===== src/include/rlase_pkg.sv =====
package rlase_pkg;
    // register byte offsets
    localparam logic [7:0]  REG_CTRL         = 8'h00;
    localparam logic [7:0]  REG_LINK0        = 8'h08;
    localparam logic [7:0]  REG_LINK1        = 8'h0C;
    localparam logic [7:0]  REG_ERR_STATUS   = 8'h10;
    localparam logic [7:0]  REG_ERR_CLEAR    = 8'h14;
    localparam logic [7:0]  REG_ERR_ENABLE   = 8'h18;
    localparam logic [7:0]  REG_ALIGN_STATUS = 8'h1C;

    // control fields
    localparam int          CTRL_DESCR_OFF_BIT = 9;
    localparam int          CTRL_LOOPBACK_BIT  = 10;

    // link parameter field positions
    localparam int          L_LSB  = 0;
    localparam int          CS_LSB = 4;
    localparam int          HD_BIT = 6;
    localparam int          F_LSB  = 8;
    localparam int          M_LSB  = 16;
    localparam int          E_LSB  = 24;
    localparam int          N_LSB  = 0;
    localparam int          NP_LSB = 8;
    localparam int          S_LSB  = 16;
    localparam int          CF_LSB = 24;
    localparam logic [31:0] LINK0_MASK = 32'hFFFF_FF7F;
    localparam logic [31:0] LINK1_MASK = 32'h1F1F_1F1F;

    // align status field positions
    localparam int          AS_INST_EXT_BIT  = 0;
    localparam int          AS_INST_LANE_BIT = 1;
    localparam int          AS_ALL_EXT_BIT   = 2;
    localparam int          AS_ALL_LANE_BIT  = 3;
    localparam int          AS_LANE_LSB      = 16;

    // link parameter reset values
    localparam logic [3:0]  RST_L  = 4'h2;
    localparam logic [1:0]  RST_CS = 2'h0;
    localparam logic        RST_HD = 1'b0;
    localparam logic [7:0]  RST_F  = 8'h02;
    localparam logic [7:0]  RST_M  = 8'h02;
    localparam logic [7:0]  RST_E  = 8'h01;
    localparam logic [4:0]  RST_N  = 5'h10;
    localparam logic [4:0]  RST_NP = 5'h10;
    localparam logic [4:0]  RST_S  = 5'h01;
    localparam logic [4:0]  RST_CF = 5'h00;

    // test select codes: pattern and care mask
    localparam logic [3:0]  TEST_NORMAL_PAT  = 4'h0;
    localparam logic [3:0]  TEST_NORMAL_CARE = 4'hF;
    localparam logic [3:0]  TEST_DESCR_PAT   = 4'h1;
    localparam logic [3:0]  TEST_DESCR_CARE  = 4'hD;
    localparam logic [3:0]  TEST_LOOP_PAT    = 4'h2;
    localparam logic [3:0]  TEST_LOOP_CARE   = 4'hE;

    // per-lane loopback word width
    localparam int          LANE_BITS = 132;
endpackage


===== src/verilog/rlase_lb_mux.sv =====
`timescale 1ns/1ps
module rlase_lb_mux import rlase_pkg::*; #(
    parameter int LANES   = 2,
    parameter bit SIMPLEX = 1'b1
) (
    input  wire logic                       clk_i,
    input  wire logic                       rst_n_i,
    input  wire logic                       loop_sel_i,
    input  wire logic [LANES*LANE_BITS-1:0] gearbox_i,
    input  wire logic [LANES*LANE_BITS-1:0] ext_loop_i,
    input  wire logic [LANES*LANE_BITS-1:0] int_loop_i,
    output logic      [LANES*LANE_BITS-1:0] data_o
);
    typedef struct packed {
        logic [LANES*LANE_BITS-1:0] data;
    } rlase_mux_s;

    rlase_mux_s s;
    rlase_mux_s next_s;

    always_comb begin
        next_s = s;
        if (loop_sel_i) begin
            next_s.data = SIMPLEX ? ext_loop_i : int_loop_i;
        end else begin
            next_s.data = gearbox_i;
        end
    end

    always_ff @(posedge clk_i or negedge rst_n_i) begin
        if (!rst_n_i) begin
            s <= '0;
        end else begin
            s <= next_s;
        end
    end

    assign data_o = s.data;
endmodule


===== src/verilog/rlase_top.sv =====
`timescale 1ns/1ps
module rlase_top import rlase_pkg::*; #(
    parameter int LANES     = 2,
    parameter int ERR_W     = 8,
    parameter bit MULTILINK = 1'b1,
    parameter bit SIMPLEX   = 1'b1
) (
    input  wire logic                       CORE_CLK_I,
    input  wire logic                       RST_N_I,
    input  wire logic                       WB_CYC_I,
    input  wire logic                       WB_STB_I,
    input  wire logic                       WB_WE_I,
    input  wire logic [7:0]                 WB_ADR_I,
    input  wire logic [3:0]                 WB_SEL_I,
    input  wire logic [31:0]                WB_DAT_I,
    output logic      [31:0]                WB_DAT_O,
    output logic                            WB_ACK_O,
    input  wire logic [LANES-1:0]           LANE_EXTBLOCK_ALIGNED_I,
    input  wire logic [LANES-1:0]           LANE_ALIGNED_I,
    input  wire logic                       ALL_INST_EXTBLOCK_ALIGNED_I,
    input  wire logic                       ALL_INST_LANES_ALIGNED_I,
    input  wire logic [ERR_W-1:0]           RX_ERROR_I,
    input  wire logic [LANES*LANE_BITS-1:0] GEARBOX_DATA_I,
    input  wire logic [LANES*LANE_BITS-1:0] TX_LOOPBACK_BUS_I,
    input  wire logic [LANES*LANE_BITS-1:0] TX_INTERNAL_LOOPBACK_I,
    output logic      [LANES*LANE_BITS-1:0] RX_LANE_DATA_O,
    output logic                            INST_EXTBLOCK_ALIGNED_O,
    output logic                            INST_LANES_ALIGNED_O,
    output logic      [3:0]                 CFG_LANE_COUNT_O,
    output logic      [7:0]                 CFG_OCTETS_PER_FRAME_O,
    output logic      [7:0]                 CFG_CONVERTER_COUNT_O,
    output logic      [1:0]                 CFG_CTRL_BITS_PER_SAMPLE_O,
    output logic      [4:0]                 CFG_CONVERTER_RESOLUTION_O,
    output logic      [4:0]                 CFG_TOTAL_BITS_PER_SAMPLE_O,
    output logic      [4:0]                 CFG_SAMPLES_PER_FRAME_O,
    output logic                            CFG_HIGH_DENSITY_O,
    output logic      [4:0]                 CFG_CTRL_WORDS_PER_FRAME_O,
    output logic      [7:0]                 CFG_MULTIBLOCK_PERIOD_O,
    output logic      [3:0]                 CFG_TEST_SELECT_O,
    output logic                            TEST_NORMAL_O,
    output logic                            DESCRAMBLER_OFF_O,
    output logic                            TWO_BLOCK_LOOPBACK_ON_O,
    output logic                            ERROR_IRQ_O
);
    // error status: external errors, then lane-align lost, extblock-align lost
    localparam int STAT_W = ERR_W + 2;

    localparam logic [31:0] LINK0_RST = (32'(RST_L) << L_LSB) | (32'(RST_CS) << CS_LSB)
                                      | (32'(RST_HD) << HD_BIT) | (32'(RST_F) << F_LSB)
                                      | (32'(RST_M) << M_LSB) | (32'(RST_E) << E_LSB);
    localparam logic [31:0] LINK1_RST = (32'(RST_N) << N_LSB) | (32'(RST_NP) << NP_LSB)
                                      | (32'(RST_S) << S_LSB) | (32'(RST_CF) << CF_LSB);

    typedef struct packed {
        logic              ack;
        logic [31:0]       rdata;
        logic              descr_off;
        logic              loopback;
        logic [31:0]       link0;
        logic [31:0]       link1;
        logic [STAT_W-1:0] err_status;
        logic [STAT_W-1:0] err_enable;
        logic              ext_aligned;
        logic              lanes_aligned;
    } rlase_state_s;

    rlase_state_s s;
    rlase_state_s next_s;

    logic              req;
    logic              wr;
    logic [31:0]       wmerge_ctrl;
    logic [STAT_W-1:0] clr;
    logic [STAT_W-1:0] events;
    logic [3:0]        test_code;

    // byte-lane merge of a write into a stored word, reserved bits kept zero
    function automatic logic [31:0] wb_merge(input logic [31:0] old_v,
                                             input logic [31:0] wdat,
                                             input logic [3:0]  sel,
                                             input logic [31:0] mask);
        logic [31:0] r;
        r = old_v;
        for (int b = 0; b < 4; b++) begin
            if (sel[b]) begin
                r[b*8 +: 8] = wdat[b*8 +: 8];
            end
        end
        return r & mask;
    endfunction

    // true when every lane bit is set
    function automatic logic all_lanes(input logic [LANES-1:0] v);
        return &v;
    endfunction

    // match a test code against pattern under a care mask
    function automatic logic test_is(input logic [3:0] code,
                                     input logic [3:0] pat,
                                     input logic [3:0] care);
        return ((code ^ pat) & care) == 4'h0;
    endfunction

    function automatic logic [31:0] stat_word(input logic [STAT_W-1:0] v);
        return 32'(v);
    endfunction

    assign req       = WB_CYC_I & WB_STB_I;
    assign wr        = req & s.ack & WB_WE_I;
    assign test_code = {2'b00, s.loopback, s.descr_off};
    assign wmerge_ctrl = wb_merge({21'h0, s.loopback, s.descr_off, 9'h0}, WB_DAT_I,
                                  WB_SEL_I, 32'h0000_0600);

    always_comb begin
        next_s = s;
        clr    = '0;
        events = '0;

        // alignment tracking
        next_s.lanes_aligned = all_lanes(LANE_ALIGNED_I);
        if (MULTILINK) begin
            next_s.ext_aligned = all_lanes(LANE_EXTBLOCK_ALIGNED_I);
        end else begin
            next_s.ext_aligned = 1'b0;
        end

        // bus answer one cycle after request, then drop
        next_s.ack = req & ~s.ack;
        if (req & ~s.ack) begin
            case (WB_ADR_I)
                REG_CTRL: begin
                    next_s.rdata = {21'h0, s.loopback, s.descr_off, 9'h0};
                end
                REG_LINK0: begin
                    next_s.rdata = s.link0;
                end
                REG_LINK1: begin
                    next_s.rdata = s.link1;
                end
                REG_ERR_STATUS: begin
                    next_s.rdata = stat_word(s.err_status);
                end
                REG_ERR_ENABLE: begin
                    next_s.rdata = stat_word(s.err_enable);
                end
                REG_ALIGN_STATUS: begin
                    next_s.rdata = '0;
                    next_s.rdata[AS_INST_EXT_BIT]  = s.ext_aligned;
                    next_s.rdata[AS_INST_LANE_BIT] = s.lanes_aligned;
                    next_s.rdata[AS_ALL_EXT_BIT]   = ALL_INST_EXTBLOCK_ALIGNED_I;
                    next_s.rdata[AS_ALL_LANE_BIT]  = ALL_INST_LANES_ALIGNED_I;
                    next_s.rdata[AS_LANE_LSB +: LANES] = LANE_ALIGNED_I;
                end
                default: begin
                    next_s.rdata = '0;
                end
            endcase
        end

        // register writes take effect at the acknowledging edge
        if (wr) begin
            case (WB_ADR_I)
                REG_CTRL: begin
                    next_s.loopback  = wmerge_ctrl[CTRL_LOOPBACK_BIT];
                    next_s.descr_off = wmerge_ctrl[CTRL_DESCR_OFF_BIT];
                end
                REG_LINK0: begin
                    next_s.link0 = wb_merge(s.link0, WB_DAT_I, WB_SEL_I, LINK0_MASK);
                end
                REG_LINK1: begin
                    next_s.link1 = wb_merge(s.link1, WB_DAT_I, WB_SEL_I, LINK1_MASK);
                end
                REG_ERR_CLEAR: begin
                    clr = STAT_W'(wb_merge(32'h0, WB_DAT_I, WB_SEL_I, 32'hFFFF_FFFF));
                end
                REG_ERR_ENABLE: begin
                    next_s.err_enable = STAT_W'(wb_merge(stat_word(s.err_enable), WB_DAT_I,
                                                         WB_SEL_I, 32'hFFFF_FFFF));
                end
                default: begin
                end
            endcase
        end

        // sticky errors, a new event beats a clear in the same cycle
        events[ERR_W-1:0] = RX_ERROR_I;
        events[ERR_W]     = s.lanes_aligned & ~next_s.lanes_aligned;
        events[ERR_W+1]   = s.ext_aligned & ~next_s.ext_aligned;
        next_s.err_status = (s.err_status & ~clr) | events;
    end

    always_ff @(posedge CORE_CLK_I or negedge RST_N_I) begin
        if (!RST_N_I) begin
            s            <= '0;
            s.link0      <= LINK0_RST;
            s.link1      <= LINK1_RST;
        end else begin
            s <= next_s;
        end
    end

    // bus outputs
    assign WB_ACK_O = s.ack;
    assign WB_DAT_O = s.rdata;

    // alignment outputs
    assign INST_EXTBLOCK_ALIGNED_O = s.ext_aligned;
    assign INST_LANES_ALIGNED_O    = s.lanes_aligned;

    // exported link parameters, held static by software during operation
    assign CFG_LANE_COUNT_O            = s.link0[L_LSB +: 4];
    assign CFG_CTRL_BITS_PER_SAMPLE_O  = s.link0[CS_LSB +: 2];
    assign CFG_OCTETS_PER_FRAME_O      = s.link0[F_LSB +: 8];
    assign CFG_CONVERTER_COUNT_O       = s.link0[M_LSB +: 8];
    assign CFG_HIGH_DENSITY_O          = s.link0[HD_BIT];
    assign CFG_MULTIBLOCK_PERIOD_O     = s.link0[E_LSB +: 8];
    assign CFG_CONVERTER_RESOLUTION_O  = s.link1[N_LSB +: 5];
    assign CFG_TOTAL_BITS_PER_SAMPLE_O = s.link1[NP_LSB +: 5];
    assign CFG_SAMPLES_PER_FRAME_O     = s.link1[S_LSB +: 5];
    assign CFG_CTRL_WORDS_PER_FRAME_O  = s.link1[CF_LSB +: 5];

    // test select decode
    assign CFG_TEST_SELECT_O       = test_code;
    assign TEST_NORMAL_O           = test_is(test_code, TEST_NORMAL_PAT, TEST_NORMAL_CARE);
    assign DESCRAMBLER_OFF_O       = test_is(test_code, TEST_DESCR_PAT, TEST_DESCR_CARE);
    assign TWO_BLOCK_LOOPBACK_ON_O = test_is(test_code, TEST_LOOP_PAT, TEST_LOOP_CARE);

    // interrupt from enabled sticky errors
    assign ERROR_IRQ_O = |(s.err_status & s.err_enable);

    // gearbox versus loopback data
    rlase_lb_mux #(
        .LANES   (LANES),
        .SIMPLEX (SIMPLEX)
    ) u_lb_mux (
        .clk_i      (CORE_CLK_I),
        .rst_n_i    (RST_N_I),
        .loop_sel_i (TWO_BLOCK_LOOPBACK_ON_O),
        .gearbox_i  (GEARBOX_DATA_I),
        .ext_loop_i (TX_LOOPBACK_BUS_I),
        .int_loop_i (TX_INTERNAL_LOOPBACK_I),
        .data_o     (RX_LANE_DATA_O)
    );
endmodule

===== config.mk =====
export PLATFORM = sky130hd
export DESIGN_NAME = rlase_top
export DESIGN_NICKNAME = d
export VERILOG_FILES = /design/src/include/rlase_pkg.sv /design/src/verilog/rlase_lb_mux.sv /design/src/verilog/rlase_top.sv
export SDC_FILE = /design/constraint.sdc
export NUM_CORES = 1
export LEC_CHECK = 0
export BUFFER_PORTS_ARGS = -buffer_cell sky130_fd_sc_hd__buf_2
export CORE_AREA = 2 2 476 478
export CTS_CLUSTER_DIAMETER = 60
export CTS_CLUSTER_SIZE = 14
export DETAILED_ROUTE_END_ITERATION = 7
export DIE_AREA = 0 0 478 480
export GPL_TIMING_DRIVEN = 0
export PLACE_DENSITY_LB_ADDON = 0.2
export RECOVER_POWER = 100
export SKIP_CTS_REPAIR_TIMING = 1
export SYNTH_ARGS = -nofsm -noshare
export SYNTH_HDL_FRONTEND = slang
export SYNTH_SLANG_ARGS = --single-unit

===== constraint.sdc =====
create_clock -name CORE_CLK_I -period 3.55 [get_ports CORE_CLK_I]
set_clock_uncertainty 0.15 [all_clocks]
set_input_delay 0.71 -clock CORE_CLK_I [delete_from_list [all_inputs] [get_ports CORE_CLK_I]]
set_output_delay 0.71 -clock CORE_CLK_I [all_outputs]
set_load 0.005 [all_outputs]

# Yosys cells after proc, flatten, opt, wreduce, memory -nomap -nowiden
# Cells that the tools add are included.
# word_totals
reg_bits	372
in_bits	855
out_inout_bits	358
# classes
n_eq_ne	6
muxes	6
bitwise_logic	15
n_reduce_logical	18
# ops
op	n
$mux 264	1
$pmux 32 s6	1
$reduce_and 3->1	11
$eq 8x5->1 const B	4
$and 10x10->10	2
$mux 10	2
$eq 8x4->1 const B	2
$logic_not 4->1	3
$not 10->10	1
$or 10x10->10	1
$reduce_or 10->1	1
$logic_not 8->1	1
$mux 8	1
$and 1x1->1	6
$not 1->1	5
$reduce_and 2->1	2
$mux 2	1

# Longest topological paths before layout
# logic_depth
ltp_word	7
mapped_depth	6
depth_no_buf	5

# Cells and area by module
# Synthesis repeated with hierarchy kept, for this count alone.
# unflattened
cells_unflattened	1036
hier_area_um2	15337.2
# modules_own_cells
module	instances	cells_per_inst	area_each_um2	seq_area_each_um2
rlase_lb_mux	1	557	9963.3	6606.3
rlase_top	1	479	5373.9	2711.4

# Worst setup path after synthesis
# No wires, ideal clock.
# synth_path
kind	input to register
startpoint	in WB_ADR_I[2]
endpoint	reg s[12] (netlist bit)
setup_ns	0.118
arrival_ns	2.113
path_slack_ns	1.169
path_stages	5
n_path_buf	1
path_cell_list	buf_4 or4b_2 nor4b_4 nand2_1 a21o_1
# synth_lines
element	line	rtl
from (decl)	rlase_top.sv:13	input wire logic [7:0] WB_ADR_I,
to (signal assigned)	rlase_top.sv:198	s <= next_s;
to (decl)	rlase_top.sv:67	rlase_state_s s;

# Worst setup path in the final report
# layout_path
startpoint	reg s (netlist bit CFG_TEST_SELECT_O[1])
endpoint	out TEST_NORMAL_O
# layout_between
elab_chain_len	1
# layout_lines
element	line	rtl
$logic_not 4->1	rlase_top.sv:101	return ((code ^ pat) & care) == 4'h0;
to (decl)	rlase_top.sv:40	output logic TEST_NORMAL_O,
# Every way passes these cells.

==> qor.tcl <==
set qor(power_per_cell_area_mw_per_mm2) 472
set qor(yosysUniqueCellTypes) 46
set qor(numClockSinks) 372
set qor(r2r_end) {u_lb_mux.data_o[127]$_DFF_PN0_}
set qor(total_iterations_of_the_first_detailed_routing_run) 4
set qor(cp_max_fo) 10
set qor(grt_util_met3_pct) 6.49
set qor(rsz_0062_raised_after_global_routing) {no}
set qor(final_core_util_pct) 11.4
set qor(cts_htree_levels) 3
set qor(dpl.hpwl_mm) 113
set qor(grt_pass1_wl_mm) 158
set qor(hold_path_end) {s[13]$_DFF_PN0_}
set qor(p_leak_nw) 10.8
set qor(worst_r2r_path_depth) 3
set qor(avgRoutedWirePerCell_um) 25.1
set qor(criticalPathCategory) {reg2out}
set qor(die-height_um) 480
set qor(period_share_pct) 92.4
set qor(setup_total_negative_slack_ns) 0
set qor(top_level_ports) 1213
set qor(rrSetupSlack_ns) 0.38
set qor(initial_core_utilization_pct) 6.70
set qor(power.internal_w) 0.00886
set qor(drt_drc_violations_left) 0
set qor(layout.nets) 2873
set qor(cp.arrival_ns) 2.42
set qor(comb_power_share_pct) 7.7
set qor(worstReg2RegStart) {CFG_TEST_SELECT_O[1]$_DFFE_PN0P_}
set qor(timing_worst_slew_pin_value_ns) 1.51
set qor(drive_above_1_share_pct) 57.1
set qor(grt_pass1_vias) 13900
set qor(clk-insertion-delay-late_ns) 0.66
set qor(min_path_type) {in2reg}
set qor(via_count) 13100
set qor(fp-row-count) 174
set qor(synthArstFlopShare_pct) 100
set qor(grt_overflow) 0
set qor(cts.reportedPaths.clkPinSlew_ns) 0.06
set qor(timing.fmax_mhz) 305
set qor(synth_top_cells_by_area) {dfrtp_1, mux2_2, buf_4}
set qor(dr.first_iter.drc_count) 404
set qor(syn_area_per_cell_um2) 15.0
set qor(synth_sequential_area_ratio_pct) 62.1
set qor(grt_max_degree) 102
set qor(final_antenna_net_count) 0
set qor(maxSlewViolCount) 34
set qor(holdWs_ns) 0.0762
set qor(critical_path.n_buffers_inverters) 3
set qor(cp_slowest_cell) {dfrtp_2}
set qor(netSwitchingFraction_pct) 26.6
set qor(clock_path_buffers) 3
set qor(detailed_place.area_mm2) 0.0236
set qor(worstPathCellList) {clkbuf_4, clkbuf_2, nor2_1, clkbuf_2}
set qor(gr-max-usage-layer) {met2}
set qor(hold_violation_total_from_the_final_report) 0
set qor(setup-violations-final) 0
set qor(die_width_um) 478
set qor(yosysTopAreaCell) {dfrtp_1}
set qor(yosys_register_bits) 372
set qor(seq_power_share_pct) 36.9
set qor(critical_path_source_type) {register}
set qor(place.gp.congestion) 0.767
set qor(total_switching_power_w) 0.00321
set qor(globalRouteTotalUtil_pct) 10.9
set qor(worst_hold_startpoint) {RX_ERROR_I[1]}
set qor(synth-edff-count) 0
set qor(max_cap_violations) 0
set qor(cp.depth) 4
set qor(grt_antenna_before_repair) 167
set qor(worst-endpoint-required_ns) 2.69
set qor(cts_tree) {built}
set qor(max_slew_margin_pct) -0.945
set qor(use_met2_pct) 18.3
set qor(routed_wirelength_mm) 129
set qor(numPlacedInstances) 4942
set qor(syn2layout_area_growth_pct) 70.2
set qor(cts-buffers-inserted) 66
set qor(placement.io_buffers) 946
set qor(vias_per_cell) 2.56
set qor(min_delay_path_depth) 2
set qor(count_of_synthesis_stage_warnings_from_yosys) 0
set qor(worstSetupEndpointType) {output port}
set qor(final_cell_area_mm2) 0.0255
set qor(layout.cells.non_filler) 5118
set qor(critical-path-max-stage-delay_ns) 0.67
set qor(synthDominantCellAreaShare_pct) 60.9
set qor(met1_routing_resource_usage_after_global_routing_pct) 11.4
set qor(die_area_mm2) 0.229
set qor(run_status) {finished with violations}
set qor(finalCriticalPeriod_ns) 3.28
set qor(cell_at_the_root_of_the_clock_tree) {clkbuf_16}
set qor(proportion_of_power_drawn_by_the_clock_network_pct) 55.4
set qor(core_area_mm2) 0.224
set qor(vdd_ir_max_mv) 0.390
set qor(syn_inst) 999
set qor(worst_path_most_repeated_cell) {clkbuf_2}
set qor(critPathTopFamily) {buffers and inverters}
set qor(synth_top_flop_cell) {dfrtp_1}
set qor(synth_area_mm2) 0.0150
set qor(violations) {max-slew violations}
[layer usage]
layer / vias to the layer above / wire [um]
met5: - / 621
li1: 5586 / -
met2: 928 / 60600
met3: 300 / 16700
met4: 98 / 4550
met1: 6212 / 46100
[power by group through the flow]
stage	clock network, W	logic [W]	registers, W
2_1_floorplan	0	0.000187	0.00454
3_3_place_gp	0	0.00101	0.00453
3_5_place_dp	0	0.00103	0.00452
4_1_cts	0.00700	0.00103	0.00445
5_1_grt	0.00715	0.00102	0.00447
6_report	0.00669	0.000926	0.00445
[final cells by class]
cell class / count / area [um2]
tap: 2992 / 3740
multi-input combinational: 494 / 4830
inverter: 4 / 15.0
timing repair buffer: 951 / 4460
buffer: 129 / 779
antenna: 59 / 148
clock inverter: 37 / 418
sequential: 372 / 9320
fill: 25900 / 198000
clock buffer: 80 / 1830
[layout by cell type, fill, tap and decap left out, types with 16 or more instances in the layout]
cell type  Yosys  final
mux2_2       330    309
o21ai_0       16     16
clkbuf_4       0     39
buf_2          2    665
buf_4         87     41
diode_2        0     59
clkbuf_16      0     68
a22o_1        16     16
clkbuf_1      37    333
dfrtp_1      365    364
nand2_1       30     31
mux2_1         0     21
[stage by stage]
| stage | total power [W] | worst slack (ns) |
|---|---|---|
| 3_5_place_dp | 0.00555 | -0.666 |
| 5_1_grt | 0.0126 | 0.0661 |
| 3_3_place_gp | 0.00554 | -7.73 |
| 2_1_floorplan | 0.00473 | 1.17 |
| 6_report | 0.0121 | 0.269 |
| 4_1_cts | 0.0125 | -1.45 |
[worst max path at each step]
stage                                                 from                              to  slack, ns
after detailed placement  CFG_TEST_SELECT_O[1]$_DFFE_PN0P_                   TEST_NORMAL_O      -0.67
after global routing      CFG_TEST_SELECT_O[1]$_DFFE_PN0P_                   TEST_NORMAL_O       0.07
after floorplan                                WB_ADR_I[2]                 s[12]$_DFF_PN0_       1.17
final                     CFG_TEST_SELECT_O[1]$_DFFE_PN0P_                   TEST_NORMAL_O       0.27
after CTS                 CFG_TEST_SELECT_O[1]$_DFFE_PN0P_                   TEST_NORMAL_O      -1.45
after global placement                             RST_N_I  CFG_HIGH_DENSITY_O$_DFFE_PN0P_      -7.73
[synth_stat cells (4+ instances only)]
cell type and count:
a21o_1 8, a221o_1 5, a22o_1 16, a22oi_1 15
buf_1 4, buf_4 87, clkbuf_1 37, dfrtp_1 365
dfstp_2 7, inv_1 4, mux2_2 330, mux2i_1 9
nand2_1 30, nand3_1 8, nor2_1 9, nor2b_1 5
o21ai_0 16
[sequential cells by signal (all words and copies together) (netlist names)]
| register | flops |
|---|---|
| u_lb_mux.data_o | 264 |
| WB_DAT_O | 32 |
| s | 20 |
| CFG_CONVERTER_COUNT_O | 8 |
| CFG_MULTIBLOCK_PERIOD_O | 8 |
| CFG_OCTETS_PER_FRAME_O | 8 |
| CFG_CONVERTER_RESOLUTION_O | 5 |
| CFG_CTRL_WORDS_PER_FRAME_O | 5 |
| CFG_SAMPLES_PER_FRAME_O | 5 |
| CFG_TOTAL_BITS_PER_SAMPLE_O | 5 |
| CFG_LANE_COUNT_O | 4 |
| CFG_CTRL_BITS_PER_SAMPLE_O | 2 |
| CFG_TEST_SELECT_O | 2 |
| CFG_HIGH_DENSITY_O | 1 |
| INST_EXTBLOCK_ALIGNED_O | 1 |
| INST_LANES_ALIGNED_O | 1 |
| WB_ACK_O | 1 |
[cells by family (layout without fill, tap and decap cells)]
| logic type | Yosys count | count (layout) | synth area share, % |
|---|---|---|---|
| flops | 372 | 372 | 62.1 |
| mux | 342 | 342 | 25.8 |
| buf+inv | 134 | 1201 | 5.54 |
| simple gates | 82 | 82 | 3.16 |
| compound gates | 68 | 68 | 3.38 |
| other cells | 1 | 61 | 0.0250 |
No activity file was read; power rests on OpenSTA's default activity.
